### src/edr_pkg.sv
// Shared types and constants of the embedded RAM block.
// Assumes a single 50 MHz ref_clk domain in the fabric.
package edr_pkg;

  // ****************************************
  // Sizes
  // ****************************************
  localparam int ADDR_W_MAX = 8;
  localparam int DATA_W_MAX = 16;
  localparam int GLB_LINES  = 6;
  localparam int GLB_SHARED = 4;

  // ****************************************
  // Global line roles
  // ****************************************
  localparam int GLB_WR_CLK = 0;
  localparam int GLB_RD_CLK = 1;
  localparam int GLB_CLEAR  = 2;
  localparam int GLB_SP_CLK = 3;
  localparam int GLB_OCLR   = 4;
  localparam int GLB_RELOAD = 5;

  // ****************************************
  // Clock and default rates
  // ****************************************
  localparam int REF_CLK_HZ  = 50_000_000;
  localparam int WR_DIV_DEF  = 1;
  localparam int RD_DIV_DEF  = 2;
  localparam int SP_DIV_DEF  = 1;

  // ****************************************
  // Reset values and patterns
  // ****************************************
  localparam logic [DATA_W_MAX-1:0] DATA_RST  = 16'h0000;
  localparam logic [ADDR_W_MAX-1:0] ADDR_RST  = 8'h00;
  localparam logic [DATA_W_MAX-1:0] INIT_SALT = 16'ha500;

  typedef enum logic { EDR_SINGLE, EDR_DUAL } edr_mode_t;

  typedef struct packed {
    logic                  we;
    logic [ADDR_W_MAX-1:0] addr;
    logic [DATA_W_MAX-1:0] data;
  } edr_wr_req_t;

  typedef struct packed {
    logic [ADDR_W_MAX-1:0] addr;
  } edr_rd_req_t;

  // Preload contents for read-only use
  function automatic logic [DATA_W_MAX-1:0] edr_init_word(input logic [ADDR_W_MAX-1:0] a);
    edr_init_word = INIT_SALT ^ {a, ~a};
  endfunction

endpackage

### src/edr_ram.sv
// Embedded RAM block: registered ports, single or dual port, preload.
// Assumes synchronous fabric inputs on ref_clk; slower clocks are tick pulses.
// Functional notes
// Address, data and control in registers; output data registered; all synchronous.
// Selectable single-port or dual-port operation with separate read and write sections.
// Data width configurable up to sixteen bits.
// In dual-port mode write and read sections use their own clocks.
// Each section has its own synchronous clock enable; disabled edges ignored.
// The block forms its own write strobe from the write clock.
// Fabric presents address, data and request meeting clock setup and hold.
// Preloaded at configuration and usable as a read-only lookup table.
// Dual-port allows a write and a read at the same time.
// Six dedicated global inputs; four may be driven by internal logic.
// Single-port uses one clock, one enable and one shared address.
`timescale 1ns/100ps
module edr_ram
  import edr_pkg::*;
#(
  parameter int ADDR_W = ADDR_W_MAX,
  parameter int DATA_W = DATA_W_MAX,
  parameter int WR_DIV = WR_DIV_DEF,
  parameter int RD_DIV = RD_DIV_DEF,
  parameter int SP_DIV = SP_DIV_DEF
)
(
  input  wire logic                    ref_clk,
  input  wire logic                    rst_n,
  input  wire edr_mode_t               mode,
  input  wire logic                    rom_mode,
  input  wire logic [GLB_LINES-1:0]    glb_pin,
  input  wire logic [GLB_SHARED-1:0]   glb_int_sel,
  input  wire logic                    int_clear,
  input  wire logic                    wr_ce,
  input  wire logic                    rd_ce,
  input  wire edr_wr_req_t             wr_req,
  input  wire edr_rd_req_t             rd_req,
  output logic [DATA_W_MAX-1:0]        rd_data,
  output logic                         rd_valid,
  output logic                         ready
);

  localparam int DEPTH = 1 << ADDR_W;
  localparam logic [DATA_W_MAX-1:0] DMASK = DATA_W_MAX'((32'h1 << DATA_W) - 1);
  localparam logic [ADDR_W_MAX-1:0] AMAX  = ADDR_W_MAX'(DEPTH - 1);
  localparam int LOAD_MAX = 260;

  typedef enum logic { EDR_LOAD, EDR_RUN } edr_state_t;

  // Refuse sizes the array cannot serve
  if (DATA_W < 1 || DATA_W > DATA_W_MAX)
  begin : g_bad_data_w
    $error("edr_ram: DATA_W must be 1..16");
  end
  if (ADDR_W < 1 || ADDR_W > ADDR_W_MAX)
  begin : g_bad_addr_w
    $error("edr_ram: ADDR_W must be 1..8");
  end

  // ****************************************
  // Global network
  // ****************************************
  logic                  wr_tick;
  logic                  rd_tick;
  logic                  sp_tick;
  logic [GLB_LINES-1:0]  glb;

  edr_rate_div #(.DIV(WR_DIV)) u_wr_div (.ref_clk(ref_clk), .rst_n(rst_n), .tick(wr_tick));
  edr_rate_div #(.DIV(RD_DIV)) u_rd_div (.ref_clk(ref_clk), .rst_n(rst_n), .tick(rd_tick));
  edr_rate_div #(.DIV(SP_DIV)) u_sp_div (.ref_clk(ref_clk), .rst_n(rst_n), .tick(sp_tick));

  // Shared lines may be taken from internal logic
  always_comb
  begin
    glb = glb_pin;
    if (glb_int_sel[GLB_WR_CLK]) glb[GLB_WR_CLK] = wr_tick;
    if (glb_int_sel[GLB_RD_CLK]) glb[GLB_RD_CLK] = rd_tick;
    if (glb_int_sel[GLB_CLEAR])  glb[GLB_CLEAR]  = int_clear;
    if (glb_int_sel[GLB_SP_CLK]) glb[GLB_SP_CLK] = sp_tick;
  end

  // ****************************************
  // Section clock edges
  // ****************************************
  logic dual;
  logic wr_edge;
  logic rd_edge;

  assign dual    = (mode == EDR_DUAL);
  assign wr_edge = (dual ? glb[GLB_WR_CLK] : glb[GLB_SP_CLK]) & wr_ce;
  assign rd_edge = dual ? (glb[GLB_RD_CLK] & rd_ce) : (glb[GLB_SP_CLK] & wr_ce);

  // ****************************************
  // Preload and port registers
  // ****************************************
  logic [DATA_W_MAX-1:0] mem [DEPTH];
  edr_state_t            state_q,    state_d;
  logic [ADDR_W_MAX-1:0] load_addr_q, load_addr_d;
  edr_wr_req_t           wr_q,       wr_d;
  logic                  wr_stb_q,   wr_stb_d;
  logic [ADDR_W_MAX-1:0] rd_addr_q,  rd_addr_d;
  logic                  rd_pend_q,  rd_pend_d;
  logic [DATA_W_MAX-1:0] rd_data_q,  rd_data_d;
  logic                  rd_valid_q, rd_valid_d;
  logic [DATA_W_MAX-1:0] rd_word;
  logic                  mem_we;
  logic [ADDR_W_MAX-1:0] mem_addr;
  logic [DATA_W_MAX-1:0] mem_wdata;

  assign rd_word = mem[rd_addr_q[ADDR_W-1:0]];

  always_comb
  begin
    state_d     = state_q;
    load_addr_d = load_addr_q;
    wr_d        = wr_q;
    wr_stb_d    = 1'b0;
    rd_addr_d   = rd_addr_q;
    rd_pend_d   = 1'b0;
    rd_data_d   = rd_data_q;
    rd_valid_d  = 1'b0;
    case (state_q)
      EDR_LOAD:
      begin
        load_addr_d = load_addr_q + ADDR_W_MAX'(1);
        if (load_addr_q == AMAX)
          state_d = EDR_RUN;
      end
      EDR_RUN:
      begin
        if (glb[GLB_RELOAD])
        begin
          state_d     = EDR_LOAD;
          load_addr_d = ADDR_RST;
        end
        if (wr_edge)
        begin
          wr_d      = wr_req;
          wr_d.data = wr_req.data & DMASK;
          wr_stb_d  = wr_req.we & ~rom_mode;
        end
        if (rd_edge)
        begin
          rd_addr_d = dual ? rd_req.addr : wr_req.addr;
          rd_pend_d = 1'b1;
        end
      end
      default:
      begin
        state_d = EDR_LOAD;
      end
    endcase
    if (rd_pend_q)
    begin
      rd_data_d  = rd_word & DMASK;
      rd_valid_d = 1'b1;
    end
    if (glb[GLB_OCLR])
      rd_data_d = DATA_RST;
    if (glb[GLB_CLEAR])
    begin
      wr_stb_d  = 1'b0;
      rd_pend_d = 1'b0;
    end
  end

  always_ff @(posedge ref_clk or negedge rst_n)
  begin
    if (!rst_n)
    begin
      state_q     <= EDR_LOAD;
      load_addr_q <= ADDR_RST;
      wr_q        <= '0;
      wr_stb_q    <= 1'b0;
      rd_addr_q   <= ADDR_RST;
      rd_pend_q   <= 1'b0;
      rd_data_q   <= DATA_RST;
      rd_valid_q  <= 1'b0;
    end
    else
    begin
      state_q     <= state_d;
      load_addr_q <= load_addr_d;
      wr_q        <= wr_d;
      wr_stb_q    <= wr_stb_d;
      rd_addr_q   <= rd_addr_d;
      rd_pend_q   <= rd_pend_d;
      rd_data_q   <= rd_data_d;
      rd_valid_q  <= rd_valid_d;
    end
  end

  // ****************************************
  // Memory array
  // ****************************************
  always_comb
  begin
    mem_we    = wr_stb_q;
    mem_addr  = wr_q.addr;
    mem_wdata = wr_q.data;
    if (state_q == EDR_LOAD)
    begin
      mem_we    = 1'b1;
      mem_addr  = load_addr_q;
      mem_wdata = edr_init_word(load_addr_q) & DMASK;
    end
  end

  always_ff @(posedge ref_clk)
  begin
    if (mem_we)
      mem[mem_addr[ADDR_W-1:0]] <= mem_wdata;
  end

  assign rd_data  = rd_data_q;
  assign rd_valid = rd_valid_q;
  assign ready    = (state_q == EDR_RUN);

  // ****************************************
  // Checks
  // ****************************************
  chk_wr_capture: assert property (@(posedge ref_clk) disable iff (!rst_n)
    (ready && wr_edge && !glb[GLB_CLEAR]) |=> (wr_q.addr == $past(wr_req.addr)))
    else $error("write address not captured");

  chk_strobe_self: assert property (@(posedge ref_clk) disable iff (!rst_n)
    (ready && wr_edge && wr_req.we && !rom_mode && !glb[GLB_CLEAR]) |=> wr_stb_q ##1 (!wr_stb_q || $past(wr_edge)))
    else $error("write strobe not self timed");

  chk_wr_ce_off: assert property (@(posedge ref_clk) disable iff (!rst_n)
    !wr_ce |=> (!wr_stb_q && $stable(wr_q)))
    else $error("write section acted while disabled");

  chk_rd_ce_off: assert property (@(posedge ref_clk) disable iff (!rst_n)
    (dual && !rd_ce) |=> $stable(rd_addr_q))
    else $error("read section acted while disabled");

  chk_rom_write: assert property (@(posedge ref_clk) disable iff (!rst_n)
    (ready && rom_mode) |=> !wr_stb_q)
    else $error("write while read-only");

  chk_preload_end: assert property (@(posedge ref_clk) disable iff (!rst_n)
    $fell(ready) || (state_q == EDR_LOAD && load_addr_q == ADDR_RST) |-> ##[1:LOAD_MAX] ready)
    else $error("preload did not finish");

  chk_read_data: assert property (@(posedge ref_clk) disable iff (!rst_n)
    (rd_pend_q && !glb[GLB_OCLR]) |=> (rd_valid && rd_data == ($past(rd_word) & DMASK)))
    else $error("read data wrong");

  chk_width_mask: assert property (@(posedge ref_clk) disable iff (!rst_n)
    (rd_data & ~DMASK) == '0)
    else $error("data wider than configured");

  chk_single_addr: assert property (@(posedge ref_clk) disable iff (!rst_n)
    (ready && !dual && wr_edge && !glb[GLB_RELOAD]) |=> (rd_addr_q == wr_q.addr && rd_pend_q == !$past(glb[GLB_CLEAR])))
    else $error("single port address not shared");

  chk_dual_both: assert property (@(posedge ref_clk) disable iff (!rst_n)
    (ready && dual && wr_edge && rd_edge && wr_req.we && !rom_mode && !glb[GLB_CLEAR]) |=> (wr_stb_q && rd_pend_q))
    else $error("simultaneous write and read lost");

endmodule

### src/edr_rate_div.sv
// Divider giving a one-cycle enable pulse every DIV ref_clk cycles.
// Assumes DIV of at least one.
`timescale 1ns/100ps
module edr_rate_div
  import edr_pkg::*;
#(
  parameter int DIV = 1
)
(
  input  wire logic ref_clk,
  input  wire logic rst_n,
  output logic      tick
);

  localparam int CW = (DIV > 1) ? $clog2(DIV) : 1;
  localparam logic [CW-1:0] LAST = CW'(DIV - 1);

  logic [CW-1:0] cnt_q;
  logic [CW-1:0] cnt_d;

  // Refuse a divider that cannot count
  if (DIV < 1)
  begin : g_bad_div
    $error("edr_rate_div: DIV must be at least 1");
  end

  // ****************************************
  // Counter
  // ****************************************
  always_comb
  begin
    cnt_d = (cnt_q == LAST) ? '0 : cnt_q + CW'(1);
  end

  always_ff @(posedge ref_clk or negedge rst_n)
  begin
    if (!rst_n)
      cnt_q <= '0;
    else
      cnt_q <= cnt_d;
  end

  assign tick = (cnt_q == LAST);

endmodule

### config.mk
export PLATFORM = sky130hd
export DESIGN_NAME = edr_ram
export DESIGN_NICKNAME = d
export VERILOG_FILES = /design/src/edr_pkg.sv /design/src/edr_ram.sv /design/src/edr_rate_div.sv
export SDC_FILE = /design/constraint.sdc
export NUM_CORES = 2
export LEC_CHECK = 0
export ABC_CLOCK_PERIOD_IN_PS = 24300
export BUFFER_PORTS_ARGS = -buffer_cell sky130_fd_sc_hd__buf_2
export CAP_MARGIN = 20
export CORE_ASPECT_RATIO = 2
export CORE_MARGIN = 3
export CORE_UTILIZATION = 30
export DETAILED_ROUTE_END_ITERATION = 10
export PLACE_DENSITY = 0.47
export SETUP_SLACK_MARGIN = 0.2
export SLEW_MARGIN = 10
export SYNTH_ARGS = -nofsm -noshare
export SYNTH_HDL_FRONTEND = slang
export SYNTH_SLANG_ARGS = --single-unit
### constraint.sdc
create_clock -name ref_clk -period 24.3 [get_ports ref_clk]
set_input_delay 6.075 -clock ref_clk [delete_from_list [all_inputs] [get_ports ref_clk]]
set_output_delay 6.075 -clock ref_clk [all_outputs]
set_load 0.1 [all_outputs]
---- Word-level counts from Yosys, hierarchy flattened ----
Memories as Yosys holds them, arrays and structs flattened.
Index checks and enable logic that the tools add are counted.
word-level totals
  register bits after elaboration ......... 63
  output and inout port bits .............. 18
  RAM bits ................................ 4096
  input bits .............................. 50
  memories kept ........................... 1
  logic and storage cells ................. 61
memories
  name  depth  width  rd ports  clocked after Yosys merged registers in  wr ports  RTL line       RTL
  mem   256    16     1         0                                        1         edr_ram.sv:95  logic [DATA_W_MAX-1:0] mem [DEPTH];
operators by class
  add/sub/neg operators ................... 4
  bitwise gates (word level) .............. 10
  equality and inequality tests ........... 2
  mux-type cells .......................... 29
  reductions and logical operators ........ 3
operator list
  operator             count
  $mux 16              3
  $mux 8               3
  $mux 1               21
  $pmux 8 s2           1
  $add 8x1->8 const B  1
  $eq 8x8->1 const B   1
  $not 8->8            1
  $and 1x1->1          4
  $not 1->1            4
  $not 4->4            1
  $reduce_and 2->1     2
  $add 1x1->1 const B  3
  $ne 2x2->1 const B   1
  $pmux 1 s2           1
  $reduce_bool 2->1    1

---- Logic depth before layout (Yosys ltp) ----
  depth after elaboration ................. 7
  mapped depth ............................ 12
  depth with buffers taken out ............ 6

---- By module ----
A second synthesis with hierarchy kept.
second synthesis, totals
  cell total of the unflattened synthesis .. 7532
  area, all modules ....................... 160951.9 sq um
modules (own cells, without submodules)
  module                        cells an instance  area an instance (sq um)  instances  seq. area each (sq um)
  edr_ram                       7526               160900.6                  1          124499.4
  edr_rate_div at u_rd_div      2                  28.8                      1          25.0
  edr_rate_div at u_sp_div ...  2                  11.3                      2          0.0

---- Worst setup path after synthesis ----
Ideal clock, no wire load.
  path kind ............................... register to register
  start ................................... reg state_q, in the netlist ready
  end ..................................... mem mem[0][13] (data pin)
  required time ........................... 22.111 ns
  buffers on the path ..................... 4
  arrival time ............................ 11.612 ns
  stages on the path, launching flop included .. 6
  path slack .............................. 10.500 ns
  period minus slack after synthesis ...... 13.800 ns
  library setup time ...................... 2.189 ns
  cell sequence ........................... dfrtp_1 clkbuf_1 clkbuf_1 buf_1 buf_1 o21ai_0
between the ends
  word-level cells in the longest chain between the ends .. 1
RTL lines
  item                    RTL line        RTL
  from (decl)             edr_ram.sv:96   edr_state_t state_q, state_d;
  from (signal assigned)  edr_ram.sv:181  state_q <= state_d;
  $mux 16                 edr_ram.sv:200  if (state_q == EDR_LOAD)
  net mem_wdata[13]       edr_ram.sv:107  logic [DATA_W_MAX-1:0] mem_wdata;
  to (decl)               edr_ram.sv:95
The timed path passes the listed nets, and every way through them passes these cells.

---- Worst setup path in the final report ----
  start ................................... reg state_q, in the netlist ready
  end ..................................... out ready
RTL lines
  item       RTL line       RTL
  to (decl)  edr_ram.sv:39  output logic ready
No word-level cell between the ends.

==> impl_results.md <==
* Outcome: complete, no violations
* Largest net degree at the start of global routing at 174
* Port Buffers at 67
* DRT iter0 DRCs at 8421
* Synth Flop Type: edfxtp_1
* Warnings from Yosys at 0
* First-pass GRT wire length at 735500 um
* DP HPWL at 360400 um
* Worst IR Drop VDD at 0.06821 mV
* Final net count at 8095
* Minimum clock period at 8.348 ns
* Total gr overflow at 0
* WL per Instance at about 35 um
* Pre-CTS setup slack at approximately 16 ns
* Post-synth top area share at 0.7646
* Vias in the first global route at 83280
* Yosys reg bits at 4157
* CTS Root Cell: clkbuf_16
* Syn Area/Cell at 21.36 sq um
* Slowest stage delay, CP at ~0.75 ns
* CP max stage cell: dfrtp_4
* DRT Pass-1 Iters at 7
* Clock Latency Late Sink at 1.04 ns
* Worst Path Required at 18.22 ns
* Worst Setup Start Kind: register
* Top delay family on crit path: flip-flops
* Layout cells sized above 1 at 0.2710
* PD cells at 97.11 mW/mm^2
* TritonCTS clock tree: done
* Distinct cells, synth at 69
* DR DRC count at 0
* CTS H-Tree Depth at 5
* Via count at 80380
* Post-synth EDFFs at 4096
* Final setup vio count at 0
* Mapped Nets at 7583
* Top Ports at between 60 and 70
* Synth Cell Area at 0.1609 sq mm
* Die width at 523.8 um
* Clock Sink Count at 4157
* Highest-count cells in the layout ignoring fill and taps: 4096 x edfxtp_1, 872 x mux4_2, 464 x buf_4
* Cts hold-fix bufs at 0
* CP Max Fanout at 30
* Final WS setup at 15.95 ns
* WP data arrival at 2.27 ns
* Crit path kind: register to output port
* Setup bufs post-CTS at 0
* Unrepaired setup endpoints after global routing: no
* Max_cap viols at 0
* Final wirelength at about 540000 um
* Mapped Cells at 7532
* Fin. Hold Viols at 0
* Min-delay worst type: register to register
* Skew final at roughly 0.096 ns
* Layout area overhead at 14.90%
* GRT Total Usage at 0.1976
* Initial antenna violation count at 35
* Rel. slew slack at 0.002441
* CTS Buf Count at 393
* Tcrit/Tclk final at 0.3435
* Commonest non-fill, non-tap cell in the layout: edfxtp_1
* Fmax at 0.1198 GHz
* Largest cells by area after synthesis: edfxtp_1 76%, mux4_2 12%, mux2i_1 2.8%, dfrtp_1 0.95%, o221ai_1 0.77%
* Rows at 379
* Async SR Flop Fraction at 0.01467
* Register area share after synthesis at 0.7740
* Die area at 0.5456 sq mm
* Leak at 55.54 nW
* Die Y-Extent at 1042 um
* Actual slew at the worst max-slew pin at ~1.5 ns
* Post-CTS resize count at 0
* Buf/Inv on CP at 1
* Critical Path End Type: output port
* Starting density of the core at 0.3016
* Clock-pin transition on the worst setup and hold timing paths at 0.07 ns
* Number of routed nets with antenna violations at 0
* Setup TNS at 0 ns
* Fill count at ~49000
* Slew Viols, Final at 0
* Core Footprint at 0.5335 sq mm
* Synth area leader: edfxtp_1
* CTS Buffer Depth at 5
* Tot Pwr at 0.01795 W
* Cell Chain, Critical Path: buf_2
* GP Congestion at ~0.96
* Vias per std cell at 5.219
-- state kept, by name, indices dropped and copies added, names as in the netlist --
signal,cells
mem,4096
wr_q,24
rd_data,16
load_addr_q,8
rd_addr_q,8
rd_pend_q,1
rd_valid,1
ready,1
u_rd_div.tick,1
wr_stb_q,1
-- final cells by class --
cell class                      count  area, sq um  area share
Clock buffer                      472        10310     0.05577
Timing Repair Buffer              569         4431     0.02397
Clock inverter                    211         1929     0.01044
Inverter                           14        62.56   0.0003384
Sequential cell                  4157       124500      0.6738
Antenna cell                       21        52.55   0.0002843
Tap cell                         7048         8818     0.04771
Multi-Input combinational cell   2909        34690      0.1877
-- per-stage QoR --
stage | hold slack (ns) | utilization | cell area (sq um) | instances
finish | 0.4314 | 0.3465 | 184800 | 15400
global route | 0.4501 | 0.3465 | 184800 | 15400
CTS | 0.4368 | 0.3461 | 184600 | 15370
detailed placement | 0.4266 | 0.3232 | 172400 | 14690
global placement | 0.4130 | 0.3227 | 172100 | 14670
floorplan | 0.3519 | - | 160900 | 7532
-- path summary, 6_finish.rpt --
check	from	to	slack [ns]	cells past startpoint
max	ready	ready	15.95	1
min	u_rd_div.tick	u_rd_div.tick	0.43	1
max reg2reg	rd_addr_q[0]	rd_data[15]	18.09	10
min reg2reg	u_rd_div.tick	u_rd_div.tick	0.43	1
max in group asynchronous	rst_n	rd_addr_q[4]	18.12	2
min in group asynchronous	rst_n	wr_q[18]	5.04	1
-- synth_stat cells (31+ instances only) --
| cell type | number |
|---|---|
| clkbuf_1 | 186 |
| a31oi_1 | 31 |
| mux4_2 | 872 |
| buf_2 | 103 |
| buf_6 | 80 |
| dfrtp_1 | 61 |
| a21oi_1 | 129 |
| o21ai_0 | 72 |
| nor2_1 | 326 |
| nand2_1 | 204 |
| a22oi_1 | 123 |
| nand3_1 | 48 |
| mux2i_1 | 448 |
| buf_4 | 43 |
| a211oi_1 | 32 |
| o221ai_1 | 141 |
| edfxtp_1 | 4096 |
| o22ai_1 | 124 |
| mux2_2 | 33 |
-- cell families after synthesis --
kind of cell    Yosys count  share of synthesized area
mux                    1358                     0.1526
flops                  4157                     0.7740
buf+inv                 466                    0.01724
xor+xnor                  1                 0.00005445
fa+ha+maj                 1                 0.00007776
simple gates            734                    0.02015
compound gates          815                    0.03582
-- routing by layer --
layer / up-vias / routed length [um] / track usage
met2: 2865 / 284300 / 0.3519
met1: 43910 / 185000 / 0.2131
met4: 6 / 46670 / 0.1409
met3: 903 / 28790 / 0.02931
li1: 32700 / - / -
met5: - / 42 / 0
-- power by group --
part	total (W)	leakage, nW	switching [W]	internal, W
clock	0.00606	5.97	0.00268	0.00338
sequential	0.00891	37.4	0.0000815	0.00883
combinational	0.00298	12.1	0.00230	0.000673
No activity file was read; power rests on OpenSTA's default activity.
